## src/hdl/rrt_pkg.sv

```systemverilog
package rrt_pkg;

  // bus request as seen on the processor side pins, one beat per bus cycle
  typedef struct packed {
    logic valid;
    logic read_write;
    logic chip_select_two;
    logic chip_select_one;
    logic rom_region_select;
    logic [9:0] addr;
    logic [7:0] wdata;
  } rrt_bus_req_t;

  // one peripheral port: output level and output enable per bit
  typedef struct packed {
    logic [7:0] out;
    logic [7:0] oe;
  } rrt_port_drive_t;

  // address field positions
  localparam int ADDR_SEL_A0 = 0;
  localparam int ADDR_SEL_A1 = 1;
  localparam int ADDR_TIMER_A2 = 2;
  localparam int ADDR_IRQEN_A3 = 3;
  localparam int ADDR_A6 = 6;
  localparam int ADDR_A8 = 8;
  localparam int ADDR_A9 = 9;
  localparam int RAM_ADDR_BITS = 6;
  localparam int RAM_DEPTH = 64;
  localparam int ROM_ADDR_BITS = 10;
  localparam int FLAG_BIT = 7;
  localparam int PB_CS2_BIT = 5;
  localparam int PB_IRQ_BIT = 7;

  // register choice on a2..a0 while the i/o side is selected
  localparam logic [2:0] SEL_PORT_A_DATA = 3'h0;
  localparam logic [2:0] SEL_PORT_A_DIR = 3'h1;
  localparam logic [2:0] SEL_PORT_B_DATA = 3'h2;
  localparam logic [2:0] SEL_PORT_B_DIR = 3'h3;

  // prescale choice on a1..a0 during a timer write
  localparam logic [1:0] PRESCALE_DIV1 = 2'h0;
  localparam logic [1:0] PRESCALE_DIV8 = 2'h1;
  localparam logic [1:0] PRESCALE_DIV64 = 2'h2;
  localparam logic [1:0] PRESCALE_DIV1024 = 2'h3;

  // prescaler reload: divide ratio minus one, in clock periods
  localparam logic [9:0] RELOAD_DIV1 = 10'h000;
  localparam logic [9:0] RELOAD_DIV8 = 10'h007;
  localparam logic [9:0] RELOAD_DIV64 = 10'h03f;
  localparam logic [9:0] RELOAD_DIV1024 = 10'h3ff;

  localparam logic [7:0] BYTE_ZERO = 8'h00;
  localparam logic [9:0] PRESCALE_ZERO = 10'h000;

endpackage

```

## src/hdl/rrt_decode.sv

```systemverilog
`timescale 1ns/1ns
module rrt_decode #(
  parameter logic [2:0] ROM_PATTERN = 3'h1,
  parameter logic [2:0] CHIP_CODE = 3'h0,
  parameter bit SINGLE_CHIP = 1'b1,
  parameter bit CS2_AS_PORT = 1'b1,
  parameter logic [7:0] ROM_SEED = 8'h5a
) (
  input wire logic ref_clk,
  input wire logic resetn,
  input wire rrt_pkg::rrt_bus_req_t bus_req,
  output logic [7:0] data_out,
  output logic data_oe,
  input wire logic [7:0] port_a_in,
  output rrt_pkg::rrt_port_drive_t port_a_drive,
  input wire logic [7:0] port_b_in,
  output rrt_pkg::rrt_port_drive_t port_b_drive
);
  import rrt_pkg::*;

  logic rom_sel;
  logic ram_sel;
  logic io_sel;
  logic any_sel;
  logic cs2_level;
  logic [2:0] reg_pick;
  logic timer_side;
  logic timer_wr;
  logic timer_rd;
  logic flag_rd;
  logic timer_access;
  logic tick;
  logic flag_set;
  logic [7:0] rom_data;
  logic [7:0] rd_mux;
  logic [7:0] port_a_data_q;
  logic [7:0] port_a_dir_q;
  logic [7:0] port_b_data_q;
  logic [7:0] port_b_dir_q;
  logic [7:0] count_q;
  logic [9:0] pre_q;
  logic [1:0] prescale_q;
  logic flag_q;
  logic irq_en_q;
  logic [7:0] data_q;
  logic data_oe_q;
  logic [7:0] ram_mem [RAM_DEPTH];
  logic [7:0] pa_s1_q;
  logic [7:0] pa_s2_q;
  logic [7:0] pa_s3_q;
  logic [7:0] pa_pin_q;
  logic [7:0] pb_s1_q;
  logic [7:0] pb_s2_q;
  logic [7:0] pb_s3_q;
  logic [7:0] pb_pin_q;

  // prescaler reload for a divide choice
  function automatic logic [9:0] reload_for(input logic [1:0] pick);
    logic [9:0] r;
    case (pick)
      PRESCALE_DIV1: r = RELOAD_DIV1;
      PRESCALE_DIV8: r = RELOAD_DIV8;
      PRESCALE_DIV64: r = RELOAD_DIV64;
      default: r = RELOAD_DIV1024;
    endcase
    return r;
  endfunction

  // mask programmed rom contents, a fixed pattern of the address
  function automatic logic [7:0] rom_byte(input logic [ROM_ADDR_BITS-1:0] a);
    return a[7:0] ^ {6'h00, a[ROM_ADDR_BITS-1:ROM_ADDR_BITS-2]} ^ ROM_SEED;
  endfunction

  // chip select two drops out of every decode when it is a port pin
  // pin given to port
  assign cs2_level = CS2_AS_PORT ? 1'b0 : bus_req.chip_select_two;

  // chip selects
  // rom pattern match
  assign rom_sel = ({cs2_level, bus_req.chip_select_one, bus_req.rom_region_select}
                    == {CS2_AS_PORT ? 1'b0 : ROM_PATTERN[2], ROM_PATTERN[1:0]});
  assign ram_sel = !cs2_level && !bus_req.chip_select_one && !bus_req.rom_region_select
                   && !bus_req.addr[ADDR_A9]
                   && (SINGLE_CHIP || bus_req.addr[ADDR_A8] == CHIP_CODE[2])
                   && bus_req.addr[ADDR_A8-1:ADDR_A6] == CHIP_CODE[1:0];
  assign io_sel = !cs2_level && !bus_req.chip_select_one && !bus_req.rom_region_select
                  && bus_req.addr[ADDR_A9]
                  && bus_req.addr[ADDR_A8:ADDR_A6] == CHIP_CODE;
  assign any_sel = rom_sel || ram_sel || io_sel;

  // internal register choice
  assign reg_pick = bus_req.addr[ADDR_TIMER_A2:ADDR_SEL_A0];
  assign timer_side = bus_req.valid && io_sel && bus_req.addr[ADDR_TIMER_A2];
  assign timer_wr = timer_side && !bus_req.read_write;
  assign timer_rd = timer_side && bus_req.read_write && !bus_req.addr[ADDR_SEL_A0];
  assign flag_rd = timer_side && bus_req.read_write && bus_req.addr[ADDR_SEL_A0];
  assign timer_access = timer_wr || timer_rd;
  assign rom_data = rom_byte(bus_req.addr);

  // port pin synchronisers, value taken once stages two and three agree
  always_ff @(posedge ref_clk or negedge resetn) begin
    if (!resetn) begin
      pa_s1_q <= BYTE_ZERO;
      pa_s2_q <= BYTE_ZERO;
      pa_s3_q <= BYTE_ZERO;
      pb_s1_q <= BYTE_ZERO;
      pb_s2_q <= BYTE_ZERO;
      pb_s3_q <= BYTE_ZERO;
    end else begin
      pa_s1_q <= port_a_in;
      pa_s2_q <= pa_s1_q;
      pa_s3_q <= pa_s2_q;
      pb_s1_q <= port_b_in;
      pb_s2_q <= pb_s1_q;
      pb_s3_q <= pb_s2_q;
    end
  end

  // per bit agreement filter on the settled pin values
  genvar gi;
  generate
    for (gi = 0; gi < 8; gi++) begin : g_pin
      always_ff @(posedge ref_clk or negedge resetn) begin
        if (!resetn) begin
          pa_pin_q[gi] <= 1'b0;
          pb_pin_q[gi] <= 1'b0;
        end else begin
          if (pa_s2_q[gi] == pa_s3_q[gi]) begin
            pa_pin_q[gi] <= pa_s3_q[gi];
          end
          if (pb_s2_q[gi] == pb_s3_q[gi]) begin
            pb_pin_q[gi] <= pb_s3_q[gi];
          end
        end
      end
    end
  endgenerate

  // port data and direction registers, cleared by reset
  always_ff @(posedge ref_clk or negedge resetn) begin
    if (!resetn) begin
      port_a_data_q <= BYTE_ZERO;
      port_a_dir_q <= BYTE_ZERO;
      port_b_data_q <= BYTE_ZERO;
      port_b_dir_q <= BYTE_ZERO;
    end else if (bus_req.valid && io_sel && !bus_req.read_write) begin
      case (reg_pick)
        SEL_PORT_A_DATA: port_a_data_q <= bus_req.wdata;
        SEL_PORT_A_DIR: port_a_dir_q <= bus_req.wdata;
        SEL_PORT_B_DATA: port_b_data_q <= bus_req.wdata;
        SEL_PORT_B_DIR: port_b_dir_q <= bus_req.wdata;
        default: ;
      endcase
    end
  end

  // ram write
  // byte write
  always_ff @(posedge ref_clk) begin
    if (bus_req.valid && ram_sel && !bus_req.read_write) begin
      ram_mem[bus_req.addr[RAM_ADDR_BITS-1:0]] <= bus_req.wdata;
    end
  end

  // interval timer: prescaler and count, divide by one once the flag is up
  assign tick = (pre_q == PRESCALE_ZERO);
  assign flag_set = tick && (count_q == BYTE_ZERO) && !timer_wr;
  always_ff @(posedge ref_clk or negedge resetn) begin
    if (!resetn) begin
      count_q <= BYTE_ZERO;
      pre_q <= PRESCALE_ZERO;
      prescale_q <= PRESCALE_DIV1;
    end else if (timer_wr) begin
      count_q <= bus_req.wdata;
      prescale_q <= bus_req.addr[ADDR_SEL_A1:ADDR_SEL_A0];
      pre_q <= reload_for(bus_req.addr[ADDR_SEL_A1:ADDR_SEL_A0]);
    end else if (tick) begin
      count_q <= count_q - 8'h01;
      pre_q <= (flag_q || flag_set) ? RELOAD_DIV1 : reload_for(prescale_q);
    end else begin
      pre_q <= pre_q - 10'h001;
    end
  end

  // interrupt flag: timeout sets, timer read or write clears, set wins over a read but a timer write blocks the set
  always_ff @(posedge ref_clk or negedge resetn) begin
    if (!resetn) begin
      flag_q <= 1'b0;
    end else if (flag_set) begin
      flag_q <= 1'b1;
    end else if (timer_access) begin
      flag_q <= 1'b0;
    end
  end

  // interrupt enable taken from a3 on every timer write and count read, not on a flag read
  always_ff @(posedge ref_clk or negedge resetn) begin
    if (!resetn) begin
      irq_en_q <= 1'b0;
    end else if (timer_access) begin
      irq_en_q <= bus_req.addr[ADDR_IRQEN_A3];
    end
  end

  // read data selection
  always_comb begin
    rd_mux = BYTE_ZERO;
    if (rom_sel) begin
      rd_mux = rom_data;
    end else if (ram_sel) begin
      rd_mux = ram_mem[bus_req.addr[RAM_ADDR_BITS-1:0]];
    end else if (bus_req.addr[ADDR_TIMER_A2]) begin
      rd_mux = bus_req.addr[ADDR_SEL_A0] ? {flag_q, 7'h00} : count_q;
    end else begin
      case (reg_pick)
        SEL_PORT_A_DATA: rd_mux = (port_a_data_q & port_a_dir_q) | (pa_pin_q & ~port_a_dir_q);
        SEL_PORT_A_DIR: rd_mux = port_a_dir_q;
        SEL_PORT_B_DATA: rd_mux = (port_b_data_q & port_b_dir_q) | (pb_pin_q & ~port_b_dir_q);
        SEL_PORT_B_DIR: rd_mux = port_b_dir_q;
        default: rd_mux = BYTE_ZERO;
      endcase
    end
  end

  // data bus answer, driven the cycle after a selected read
  always_ff @(posedge ref_clk or negedge resetn) begin
    if (!resetn) begin
      data_q <= BYTE_ZERO;
      data_oe_q <= 1'b0;
    end else if (bus_req.valid && bus_req.read_write && any_sel) begin
      data_q <= rd_mux;
      data_oe_q <= 1'b1;
    end else begin
      data_oe_q <= 1'b0;
    end
  end
  assign data_out = data_q;
  assign data_oe = data_oe_q;

  // peripheral pin drive
  assign port_a_drive.out = port_a_data_q;
  assign port_a_drive.oe = port_a_dir_q;
  always_comb begin
    port_b_drive.out = port_b_data_q;
    port_b_drive.oe = port_b_dir_q;
    // bit five idle when used as chip select
    if (!CS2_AS_PORT) begin
      port_b_drive.oe[PB_CS2_BIT] = 1'b0;
    end
    if (irq_en_q && flag_q) begin
      port_b_drive.out[PB_IRQ_BIT] = 1'b0;
      port_b_drive.oe[PB_IRQ_BIT] = 1'b1;
    end
  end
endmodule

```

## config.mk

```make
export PLATFORM = sky130hd
export DESIGN_NAME = rrt_decode
export DESIGN_NICKNAME = d
export VERILOG_FILES = /design/src/hdl/rrt_pkg.sv /design/src/hdl/rrt_decode.sv
export SDC_FILE = /design/constraint.sdc
export NUM_CORES = 1
export LEC_CHECK = 0
export ABC_AREA = 1
export BUFFER_PORTS_ARGS = -buffer_cell sky130_fd_sc_hd__buf_4
export CAP_MARGIN = 20
export CORE_UTILIZATION = 65
export DETAILED_ROUTE_END_ITERATION = 16
export PLACE_DENSITY_LB_ADDON = 0.08
export SLEW_MARGIN = 20
export SYNTH_ARGS = -nofsm -noshare
export SYNTH_HDL_FRONTEND = slang
export SYNTH_SLANG_ARGS = --single-unit
```

## constraint.sdc

```tcl
create_clock -name ref_clk -period 3 [get_ports ref_clk]
set_clock_uncertainty 0.1 [all_clocks]
set_input_delay 0.6 -clock ref_clk [delete_from_list [all_inputs] [get_ports ref_clk]]
set_output_delay 0.6 -clock ref_clk [all_outputs]
set_load 0.01 [all_outputs]
```

==> flow_summary.ini, run 1 <==
[run_status]
status = completed

[cells_and_area]
layout.cells.most_common = sky130_fd_sc_hd__nand2_1
multi_input_area_um2 = 6250
largest_reg_flops = 512
flip_flop_and_latch_area_um2 = 18600
final_std_cells_w_o_fill = 2998
fillerInstances = 2412
synth_to_final_area_change_pct = 14.8
antenna-diode-count = 0
final_cell_area_um2 = 29600
fraction_of_final_layout_cells_sized_beyond_drive_strength_1 = 0.122
most-common-layout-cells = sky130_fd_sc_hd__nand2_1, sky130_fd_sc_hd__edfxtp_1, sky130_fd_sc_hd__buf_4
nNetsFinal = 2475

[sta]
maxClockFrequency_ghz = 0.424
worst_slew_pin_slew_ns = 0.817
final_count_of_hold_timing_violations = 0
post-route-period-util = 0.785
drv_slew = 0
finalWorstPathRequiredPeriod_ns = 2.36
report.final.setup_viol = 0
setup_repair_after_global_routing_missed_its_margin = no
tns_ns = 0
slew_headroom = 0.455

[clocking]
htreeDepth = 2
inserted_clock_buffers = 61
post_cts_resize_count = 0
clk-insertion-delay-late_ns = 0.65
maximum_clock_path_buffer_count = 3
tritoncts_clock_tree = yes
clk_tree_root_cell = sky130_fd_sc_hd__clkbuf_16
clkTransAtPathRegs_ns = 0.06
hold_buffers_post_cts = 17
cts.repair_timing.setup_buffer_count = 0
clock_sink_count = 639

[setup_path]
slowest_cell_on_the_critical_path = sky130_fd_sc_hd__nand2_1
timing.critical_path.slowest_cell_delay_ns = 0.58
required_ns = 3.41
worst_reg2reg_setup_slack_ns = 0.64
crit-reg2reg-capture = pre_q[3]
timing.critical_path.depth = 8
cp.arrival_ns = 2.76
crit_chain = inv_1 -> nand4_1 -> nor2_1 -> nand4_1 -> nand2_1 -> inv_1 -> o21ai_0 -> nand3_1
worst_setup_path_start_kind = register
biggest_fanout_along_the_worst_timing_path = 16
endpoint_kind = register
critical_path.n_buffers_inverters = 2
critical_path_capture_point = pre_q[3]
rr_startpoint = pre_q[4]
path_delay_family = simple AND/OR/NAND/NOR gates
critical_path_class = register to register
crit_start = pre_q[4]
worst-r2r-cell-count = 8

[routing]
drt_iter0_drc = 2270
dr_total_vias = 17800
firstDrtPassIters = 7
routed_wl_um = 66200
detail-route-antenna-nets = 0
vias_per_cell = 5.95
wire_per_inst_um = 22.1
post-route-drc-count = 0

[grt]
grt_first_pass_wirelength_um = 100000
grt.total_usage = 0.334
grt_max_degree = 68
antenna_found_initial = 0
grt.overflow.total = 0
first_global_vias = 17200

[power_and_ir_drop]
share_of_total_power_in_sequential_cells = 0.521
power_density_nw_per_um2 = 643
p_leak_nw = 11.5
combPwrFrac = 0.082
p_clk_frac = 0.397
cell_internal_pwr_mw = 14.6
power.switching_mw = 4.44
vdd_ir_drop_max_mv = 0.629
totalPowerFinal_mw = 19.1
p_sw_frac = 0.233

[place]
detailed_place.area_um2 = 27500
finalWeightedCongestion = 0.918
placed_cells = 2868
numPortBuffers = 80
detailedPlacementHpwl_um = 38800

[synth]
syn-instance-count = 2262
syn-mean-instance-area_um2 = 11.4
synth_seq_cells = 639
synth_fp_nets = 2307
number_of_enable_type_register_cells_in_the_synthesized_netlist = 512
netlist-cell-type-count = 44
syn_area_um2 = 25800
synth.yosys.seq_area_share = 0.719
synth-main-ff-cell = sky130_fd_sc_hd__edfxtp_1
async_flop_share = 0.199
yosys_warnings = 0

[floorplanning]
initial_standard_cell_utilization_of_the_core = 0.663
floorplan.core_area_um2 = 38900
die_outline_area_um2 = 40500
die_extent_in_x_um = 201
io-pin-count = 82
die_height_um = 201
placement_rows = 72

[worst_hold_path]
holdCritPathClass = primary input to register
worstHoldPathCells = 4

[run]
drv_cap = 0
-- tightest hold or removal path, cell delays in order --
cell,delay (ns)
sky130_fd_sc_hd__buf_4,0.12
sky130_fd_sc_hd__a21oi_1,0.06
sky130_fd_sc_hd__nand2_1,0.06
sky130_fd_sc_hd__nand2_1,0.05
-- power groups by stage --
| stage | Clock, mW | Combinational, mW | Sequential [mW] |
|---|---|---|---|
| finish | 7.56 | 1.57 | 9.93 |
| global route | 7.96 | 1.71 | 9.94 |
| CTS | 7.61 | 1.55 | 9.92 |
| detailed placement | 0 | 1.51 | 10.1 |
| global placement | 0 | 1.46 | 10.1 |
| floorplan | 0 | 0.873 | 10.1 |
-- cells in the mapped netlist, types with 2 or more instances --
cell / number / area share
sky130_fd_sc_hd__a22oi_1: 10 / 0.0029
sky130_fd_sc_hd__xor2_1: 5 / 0.0017
sky130_fd_sc_hd__ha_1: 4 / 0.0019
sky130_fd_sc_hd__inv_2: 5 / 0.00073
sky130_fd_sc_hd__nand2_2: 3 / 0.00073
sky130_fd_sc_hd__buf_4: 29 / 0.0084
sky130_fd_sc_hd__nand3b_1: 2 / 0.00058
sky130_fd_sc_hd__dfrtp_1: 127 / 0.12
sky130_fd_sc_hd__buf_1: 10 / 0.0015
sky130_fd_sc_hd__o21ai_0: 68 / 0.013
sky130_fd_sc_hd__clkbuf_1: 23 / 0.0033
sky130_fd_sc_hd__inv_1: 107 / 0.016
sky130_fd_sc_hd__maj3_1: 16 / 0.0062
sky130_fd_sc_hd__nand3_1: 112 / 0.022
sky130_fd_sc_hd__edfxtp_1: 512 / 0.60
sky130_fd_sc_hd__buf_2: 41 / 0.0079
sky130_fd_sc_hd__nand2_1: 802 / 0.12
sky130_fd_sc_hd__a31oi_1: 3 / 0.00073
sky130_fd_sc_hd__nor2_4: 6 / 0.0026
sky130_fd_sc_hd__nor2_1: 154 / 0.022
sky130_fd_sc_hd__o21ai_1: 6 / 0.0012
sky130_fd_sc_hd__o2111ai_1: 3 / 0.0010
sky130_fd_sc_hd__o211ai_1: 8 / 0.0023
sky130_fd_sc_hd__inv_4: 2 / 0.00048
sky130_fd_sc_hd__buf_6: 3 / 0.0013
sky130_fd_sc_hd__nor3_1: 8 / 0.0016
sky130_fd_sc_hd__a21oi_1: 80 / 0.016
sky130_fd_sc_hd__nand4_1: 96 / 0.023
sky130_fd_sc_hd__xnor2_1: 2 / 0.00068
-- through the flow --
stage	util	setup WS, ns	hold slack (ns)
after floorplan	-	0.549	0.204
final	0.762	0.644	0.201
after detailed placement	0.706	0.171	0.236
after CTS	0.762	0.648	0.185
after global routing	0.762	0.379	0.198
after global placement	0.706	0.227	0.234
-- layout make-up --
cell class | instances | area share
Timing Repair Buffer | 211 | 0.0595
Tap cell | 518 | 0.0219
Sequential cell | 639 | 0.626
Multi-Input combinational cell | 1402 | 0.211
Clock buffer | 78 | 0.0574
Clock inverter | 35 | 0.00975
Inverter | 115 | 0.0147
-- logic make-up (layout without fill, tap and decap cells) --
group,after synthesis,after routing,share of synthesized area
compound gates,186,186,0.0394
mux,1,1,0.000436
simple gates,1188,1188,0.192
buf+inv,221,439,0.0394
flops,639,639,0.719
xor+xnor,7,7,0.00237
fa+ha+maj,20,20,0.00814
-- worst min path at each step --
stage / from / endpoint
global route: bus_req[12] / data_out[4]
global placement: pb_s1_q[3] / pb_s2_q[3]
CTS: bus_req[15] / data_out[7]
detailed placement: pb_s1_q[0] / pb_s2_q[0]
floorplan: resetn / count_q[0]
finish: bus_req[12] / data_out[4]
-- metal layers --
metal,vias to the layer above,GRT usage,share of wire
met5,-,0,0
met4,0,0.134,0.036
met3,164,0.0491,0.10
met2,1013,0.532,0.48
met1,8590,0.471,0.38
li1,8066,-,-
(Power assumes the default switching activity.)
==> run 2, diff against run 1 <==
Settings changed: CORE_UTILIZATION 65 to 56.
Clock period 3 ns to 2.1 ns, I/O delays scaled along.
==> flow_summary.ini, run 2 (synthesis gave the netlist of run 1 again) <==
[clocking]
clock_sink_count = 639
clk_tree_root_cell = sky130_fd_sc_hd__clkbuf_16
htreeDepth = 3
clkTransAtPathRegs_ns = 0.06
clk-insertion-delay-late_ns = 0.59
inserted_clock_buffers = 66
tritoncts_clock_tree = yes
maximum_clock_path_buffer_count = 3

[place]
numPortBuffers = 80
finalWeightedCongestion = 0.903
detailed_place.area_um2 = 29200
dpl_worst_slack_ns = -0.278
detailedPlacementHpwl_um = 44500

[floorplanning]
placement_rows = 78
initial_standard_cell_utilization_of_the_core = 0.569
floorplan.core_area_um2 = 45400
die_height_um = 217
die_extent_in_x_um = 217
io-pin-count = 82
die_outline_area_um2 = 47000

[setup_path]
endpoint_kind = output pin
required_ns = 1.58
worst_setup_path_start_kind = register
crit_chain = inv_1 -> o21ai_0 -> buf_4
biggest_fanout_along_the_worst_timing_path = 4
timing.critical_path.slowest_cell_delay_ns = 0.41
slowest_cell_on_the_critical_path = sky130_fd_sc_hd__dfrtp_1
cp.arrival_ns = 1.46
critical_path_class = register to output pin

[cells_and_area]
largest_reg_flops = 512
final_core_utilization = 0.696
final_cell_area_um2 = 31600
synth_to_final_area_change_pct = 22.3
fraction_of_final_layout_cells_sized_beyond_drive_strength_1 = 0.182
nNetsFinal = 2580
layout.cells.most_common = sky130_fd_sc_hd__nand2_1
most-common-layout-cells = sky130_fd_sc_hd__nand2_1, sky130_fd_sc_hd__edfxtp_1, sky130_fd_sc_hd__buf_4

[grt]
grt_first_pass_wirelength_um = 105000
grt_max_degree = 54
grt.total_usage = 0.304
grt.overflow.total = 0
antenna_found_initial = 0
first_global_vias = 17500

[sta]
report.final.setup_viol = 0
post-route-period-util = 0.942
finalWorstPathRequiredPeriod_ns = 1.98
slew_headroom = 0.623
timing.final.ws_setup_ns = 0.121
final_count_of_hold_timing_violations = 0
maxClockFrequency_ghz = 0.505
holdWs_ns = 0.0474
drv_slew = 0
worst_slew_pin_slew_ns = 0.566
setup_repair_after_global_routing_missed_its_margin = no

[routing]
routed_wl_um = 69500
dr_total_vias = 18100
wire_per_inst_um = 21.8
vias_per_cell = 5.67
firstDrtPassIters = 5
detail-route-antenna-nets = 0
post-route-drc-count = 0
drt_iter0_drc = 1777

[power_and_ir_drop]
totalPowerFinal_mw = 28.3
p_leak_nw = 12.3
vdd_ir_drop_max_mv = 0.709
power_density_nw_per_um2 = 897

[run]
drv_cap = 0

[run_status]
status = completed

[worst_hold_path]
holdCritPathClass = primary input to register
## run 2: worst paths after layout
kind,slack (ns),cells after the start,to,from
setup / recovery,0.12,3,port_b_drive[7],flag_q
hold / removal,0.05,1,ram_mem[3][3],bus_req[3]
setup reg to reg,0.23,8,pre_q[2],pre_q[6]
hold reg to reg,0.25,0,pa_s2_q[6],pa_s1_q[6]
max in group asynchronous,1.00,3,pa_s3_q[7],resetn
min in group asynchronous,0.25,2,port_b_dir_q[0],resetn
## run 2: worst max-delay path, delay by kind of cell, from the launching register on
kind | cells | cell delay, ns
AOI/OAI and AO/OA | 1 | 0.23
DFF | 1 | 0.41
buffers and inverters | 2 | 0.24
## run 2: layer usage
metal / part of all wire / up-vias / global-route usage
li1: - / 8306 / -
met1: 0.42 / 8817 / 0.436
met2: 0.48 / 803 / 0.488
met3: 0.079 / 135 / 0.0420
met4: 0.027 / 0 / 0.0899
met5: 0 / - / 0
## run 2: area by class of cell
class,count,area [um^2]
tap,600,751
fill,3261,13800
multi-input combinational,1402,6580
clock inverter,32,260
antenna,1,2.50
sequential,639,18600
clock buffer,87,1910
inverter,115,439
timing repair buffer,311,3090
## run 2: stage by stage
step	TNS (ns)	cells
global route	0	3186
floorplan	-16.64	2262
detailed placement	-73.29	3048
CTS	0	3184
global placement	-70.03	3048
finish	0	3187
## run 2: power breakdown
part	internal (mW)	total, mW	switching, mW
sequential	14.0	14.2	0.211
clock	6.90	11.7	4.75
combinational	0.898	2.49	1.59
## run 2: what timing repair did
item                       in CTS  in global routing
setup endpoints to repair       0                 18
hold buffers                   17                  0
resized for setup               0                  1
setup buffers                   0                  2
hold endpoints to repair       49                  0
==> run 3, diff against run 2 <==
Settings changed: ABC_AREA 1 to 0.
==> flow_summary.ini, run 3 <==
[run_status]
status = finished, violations left
violations = setup timing

[sta]
setup_repair_after_global_routing_missed_its_margin = yes
report.final.setup_viol = 64
finalWorstPathRequiredPeriod_ns = 2.30
drv_slew = 0
final_count_of_hold_timing_violations = 0
holdWs_ns = 0.112
worst_slew_pin_slew_ns = 0.749
slew_headroom = 0.499
timing.final.ws_setup_ns = -0.197
post-route-period-util = 1.09
maxClockFrequency_ghz = 0.435

[setup_path]
required_ns = 2.52
crit-reg2reg-capture = pre_q[6]
worst-r2r-cell-count = 6
timing.critical_path.slowest_cell_delay_ns = 0.54
endpoint_kind = register
crit_start = pre_q[7]
worst_setup_path_start_kind = register
critical_path_class = register to register
worst_reg2reg_setup_slack_ns = -0.20
biggest_fanout_along_the_worst_timing_path = 4
critical_path_capture_point = pre_q[6]
rr_startpoint = pre_q[7]
slowest_cell_on_the_critical_path = sky130_fd_sc_hd__or4_4
cp.arrival_ns = 2.71
crit_chain = or4_4 -> nor2_2 -> nand4b_1 -> or3_4 -> o31a_1 -> o21ai_1

[run]
drv_cap = 0

[floorplanning]
floorplan.core_area_um2 = 44300
die_extent_in_x_um = 214
die_outline_area_um2 = 45900
placement_rows = 77
initial_standard_cell_utilization_of_the_core = 0.569
io-pin-count = 82
die_height_um = 214

[cells_and_area]
final_core_utilization = 0.722
fillerInstances = 2733
layout.cells.most_common = sky130_fd_sc_hd__edfxtp_1
final_std_cells_w_o_fill = 2347
synth_to_final_area_change_pct = 26.7
nNetsFinal = 1751
most-common-layout-cells = sky130_fd_sc_hd__edfxtp_1, sky130_fd_sc_hd__buf_4, sky130_fd_sc_hd__mux4_2
fraction_of_final_layout_cells_sized_beyond_drive_strength_1 = 0.410
final_cell_area_um2 = 32000
largest_reg_flops = 512

[routing]
firstDrtPassIters = 5
vias_per_cell = 6.06
wire_per_inst_um = 27.2
post-route-drc-count = 0
drt_iter0_drc = 1359
dr_total_vias = 14200
routed_wl_um = 63800
detail-route-antenna-nets = 0

[grt]
grt_max_degree = 59
first_global_vias = 14600
grt.total_usage = 0.286
grt_first_pass_wirelength_um = 95200
antenna_found_initial = 0
grt.overflow.total = 0

[clocking]
clock_sink_count = 639
tritoncts_clock_tree = yes
inserted_clock_buffers = 67
maximum_clock_path_buffer_count = 3
clk-insertion-delay-late_ns = 0.60
clk_tree_root_cell = sky130_fd_sc_hd__clkbuf_16
htreeDepth = 3
clkTransAtPathRegs_ns = 0.06

[place]
placed_cells = 2203
detailedPlacementHpwl_um = 42600
dpl_worst_slack_ns = -0.828
detailed_place.area_um2 = 29100
finalWeightedCongestion = 0.909
numPortBuffers = 80

[power_and_ir_drop]
p_leak_nw = 11.4
vdd_ir_drop_max_mv = 0.733
power_density_nw_per_um2 = 857

[synth]
synth_largest_area_cell = sky130_fd_sc_hd__edfxtp_1
syn-instance-count = 1359
synth-main-ff-cell = sky130_fd_sc_hd__edfxtp_1
synthDominantCellAreaShare = 0.609
yosys_warnings = 0
netlist-cell-type-count = 71
synth_seq_cells = 639
syn-mean-instance-area_um2 = 18.6
dominant_cell_by_count_in_the_synthesized_netlist = sky130_fd_sc_hd__edfxtp_1
synth_top_cells_by_count = sky130_fd_sc_hd__edfxtp_1, sky130_fd_sc_hd__mux4_2, sky130_fd_sc_hd__dfrtp_1
synth.yosys.seq_area_share = 0.735
synth_fp_nets = 1404
ranking_of_synthesized_cells_by_area = sky130_fd_sc_hd__edfxtp_1, sky130_fd_sc_hd__dfrtp_1, sky130_fd_sc_hd__mux4_2
syn_area_um2 = 25200
number_of_enable_type_register_cells_in_the_synthesized_netlist = 512
async_flop_share = 0.199

[worst_hold_path]
worstHoldPathCells = 1
holdCritPathClass = primary input to register
run 3: changes by cell type after synthesis, sizes merged, moves of 45 or more:
cell,change
nand2,-736
mux4,+129
nand3,-95
nand4,-94
nor2,-64
mux2,+45
a21oi,-70
inv,-100
run 3: through the flow:
step	TNS [ns]	power, mW
floorplan	-218.00	15.2
global placement	-315.55	16.2
detailed placement	-331.62	16.3
CTS	-2.05	27.5
global route	-3.68	28.2
finish	-2.64	27.4
run 3: timing repair:
| item | in CTS | in global routing |
|---|---|---|
| resized for setup | 57 | 59 |
| buffers inserted | 4 | 4 |
| endpoints found under the setup margin | 312 | 282 |
| cloned | 0 | 1 |
| hold endpoints to repair | 85 | 0 |
| pin swaps | 17 | 28 |
| hold buffers | 17 | 0 |
run 3: critical path, delay by kind of cell, from the launching register on:
| kind | cells | cell delay, ns |
|---|---|---|
| AOI/OAI and AO/OA | 2 | 0.46 |
| and+or+nand+nor | 4 | 1.27 |
| DFF | 1 | 0.38 |
run 3: logic make-up after synthesis:
logic type / after synthesis / synth area share
AO/OA/AOI/OAI: 133 / 0.0354
XOR/XNOR: 17 / 0.00590
adder cells (fa/ha/maj): 20 / 0.00833
buffers and inverters: 95 / 0.0206
AND/OR/NAND/NOR: 253 / 0.0482
flip-flops: 639 / 0.735
multiplexers: 202 / 0.146
run 3: worst min-delay path by stage:
stage	slack [ns]	from	end
2_1_floorplan	0.02	resetn	count_q[0]
3_3_place_gp	0.23	resetn	pb_s1_q[7]
3_5_place_dp	0.23	resetn	pb_s1_q[7]
4_1_cts	0.09	bus_req[7]	ram_mem[2][7]
5_1_grt	0.10	bus_req[7]	ram_mem[2][7]
6_report	0.11	bus_req[7]	ram_mem[2][7]
run 3: cell type report:
class	count	area, um^2	area share
diodes	1	2.50	0.0000782
clock buffers	92	1950	0.0609
clock inverters	25	143	0.00446
inverters	14	52.6	0.00164
multi-input cells	625	6880	0.215
flip-flops and latches	639	18600	0.580
well taps	592	741	0.0232
repair buffers	359	3670	0.115
run 3: power by group:
group | switching [mW] | total (mW) | internal, mW
sequential | 0.189 | 14.1 | 13.9
combinational | 1.12 | 2.07 | 0.955
clock | 4.64 | 11.2 | 6.59
total | 5.94 | 27.4 | 21.5
run 3: per-layer routing:
metal,vias to the layer above,GRT usage,share of wire
li1,6091,-,-
met1,7472,0.410,0.42
met2,563,0.445,0.48
met3,104,0.0672,0.076
met4,0,0.0819,0.023
met5,-,0,0
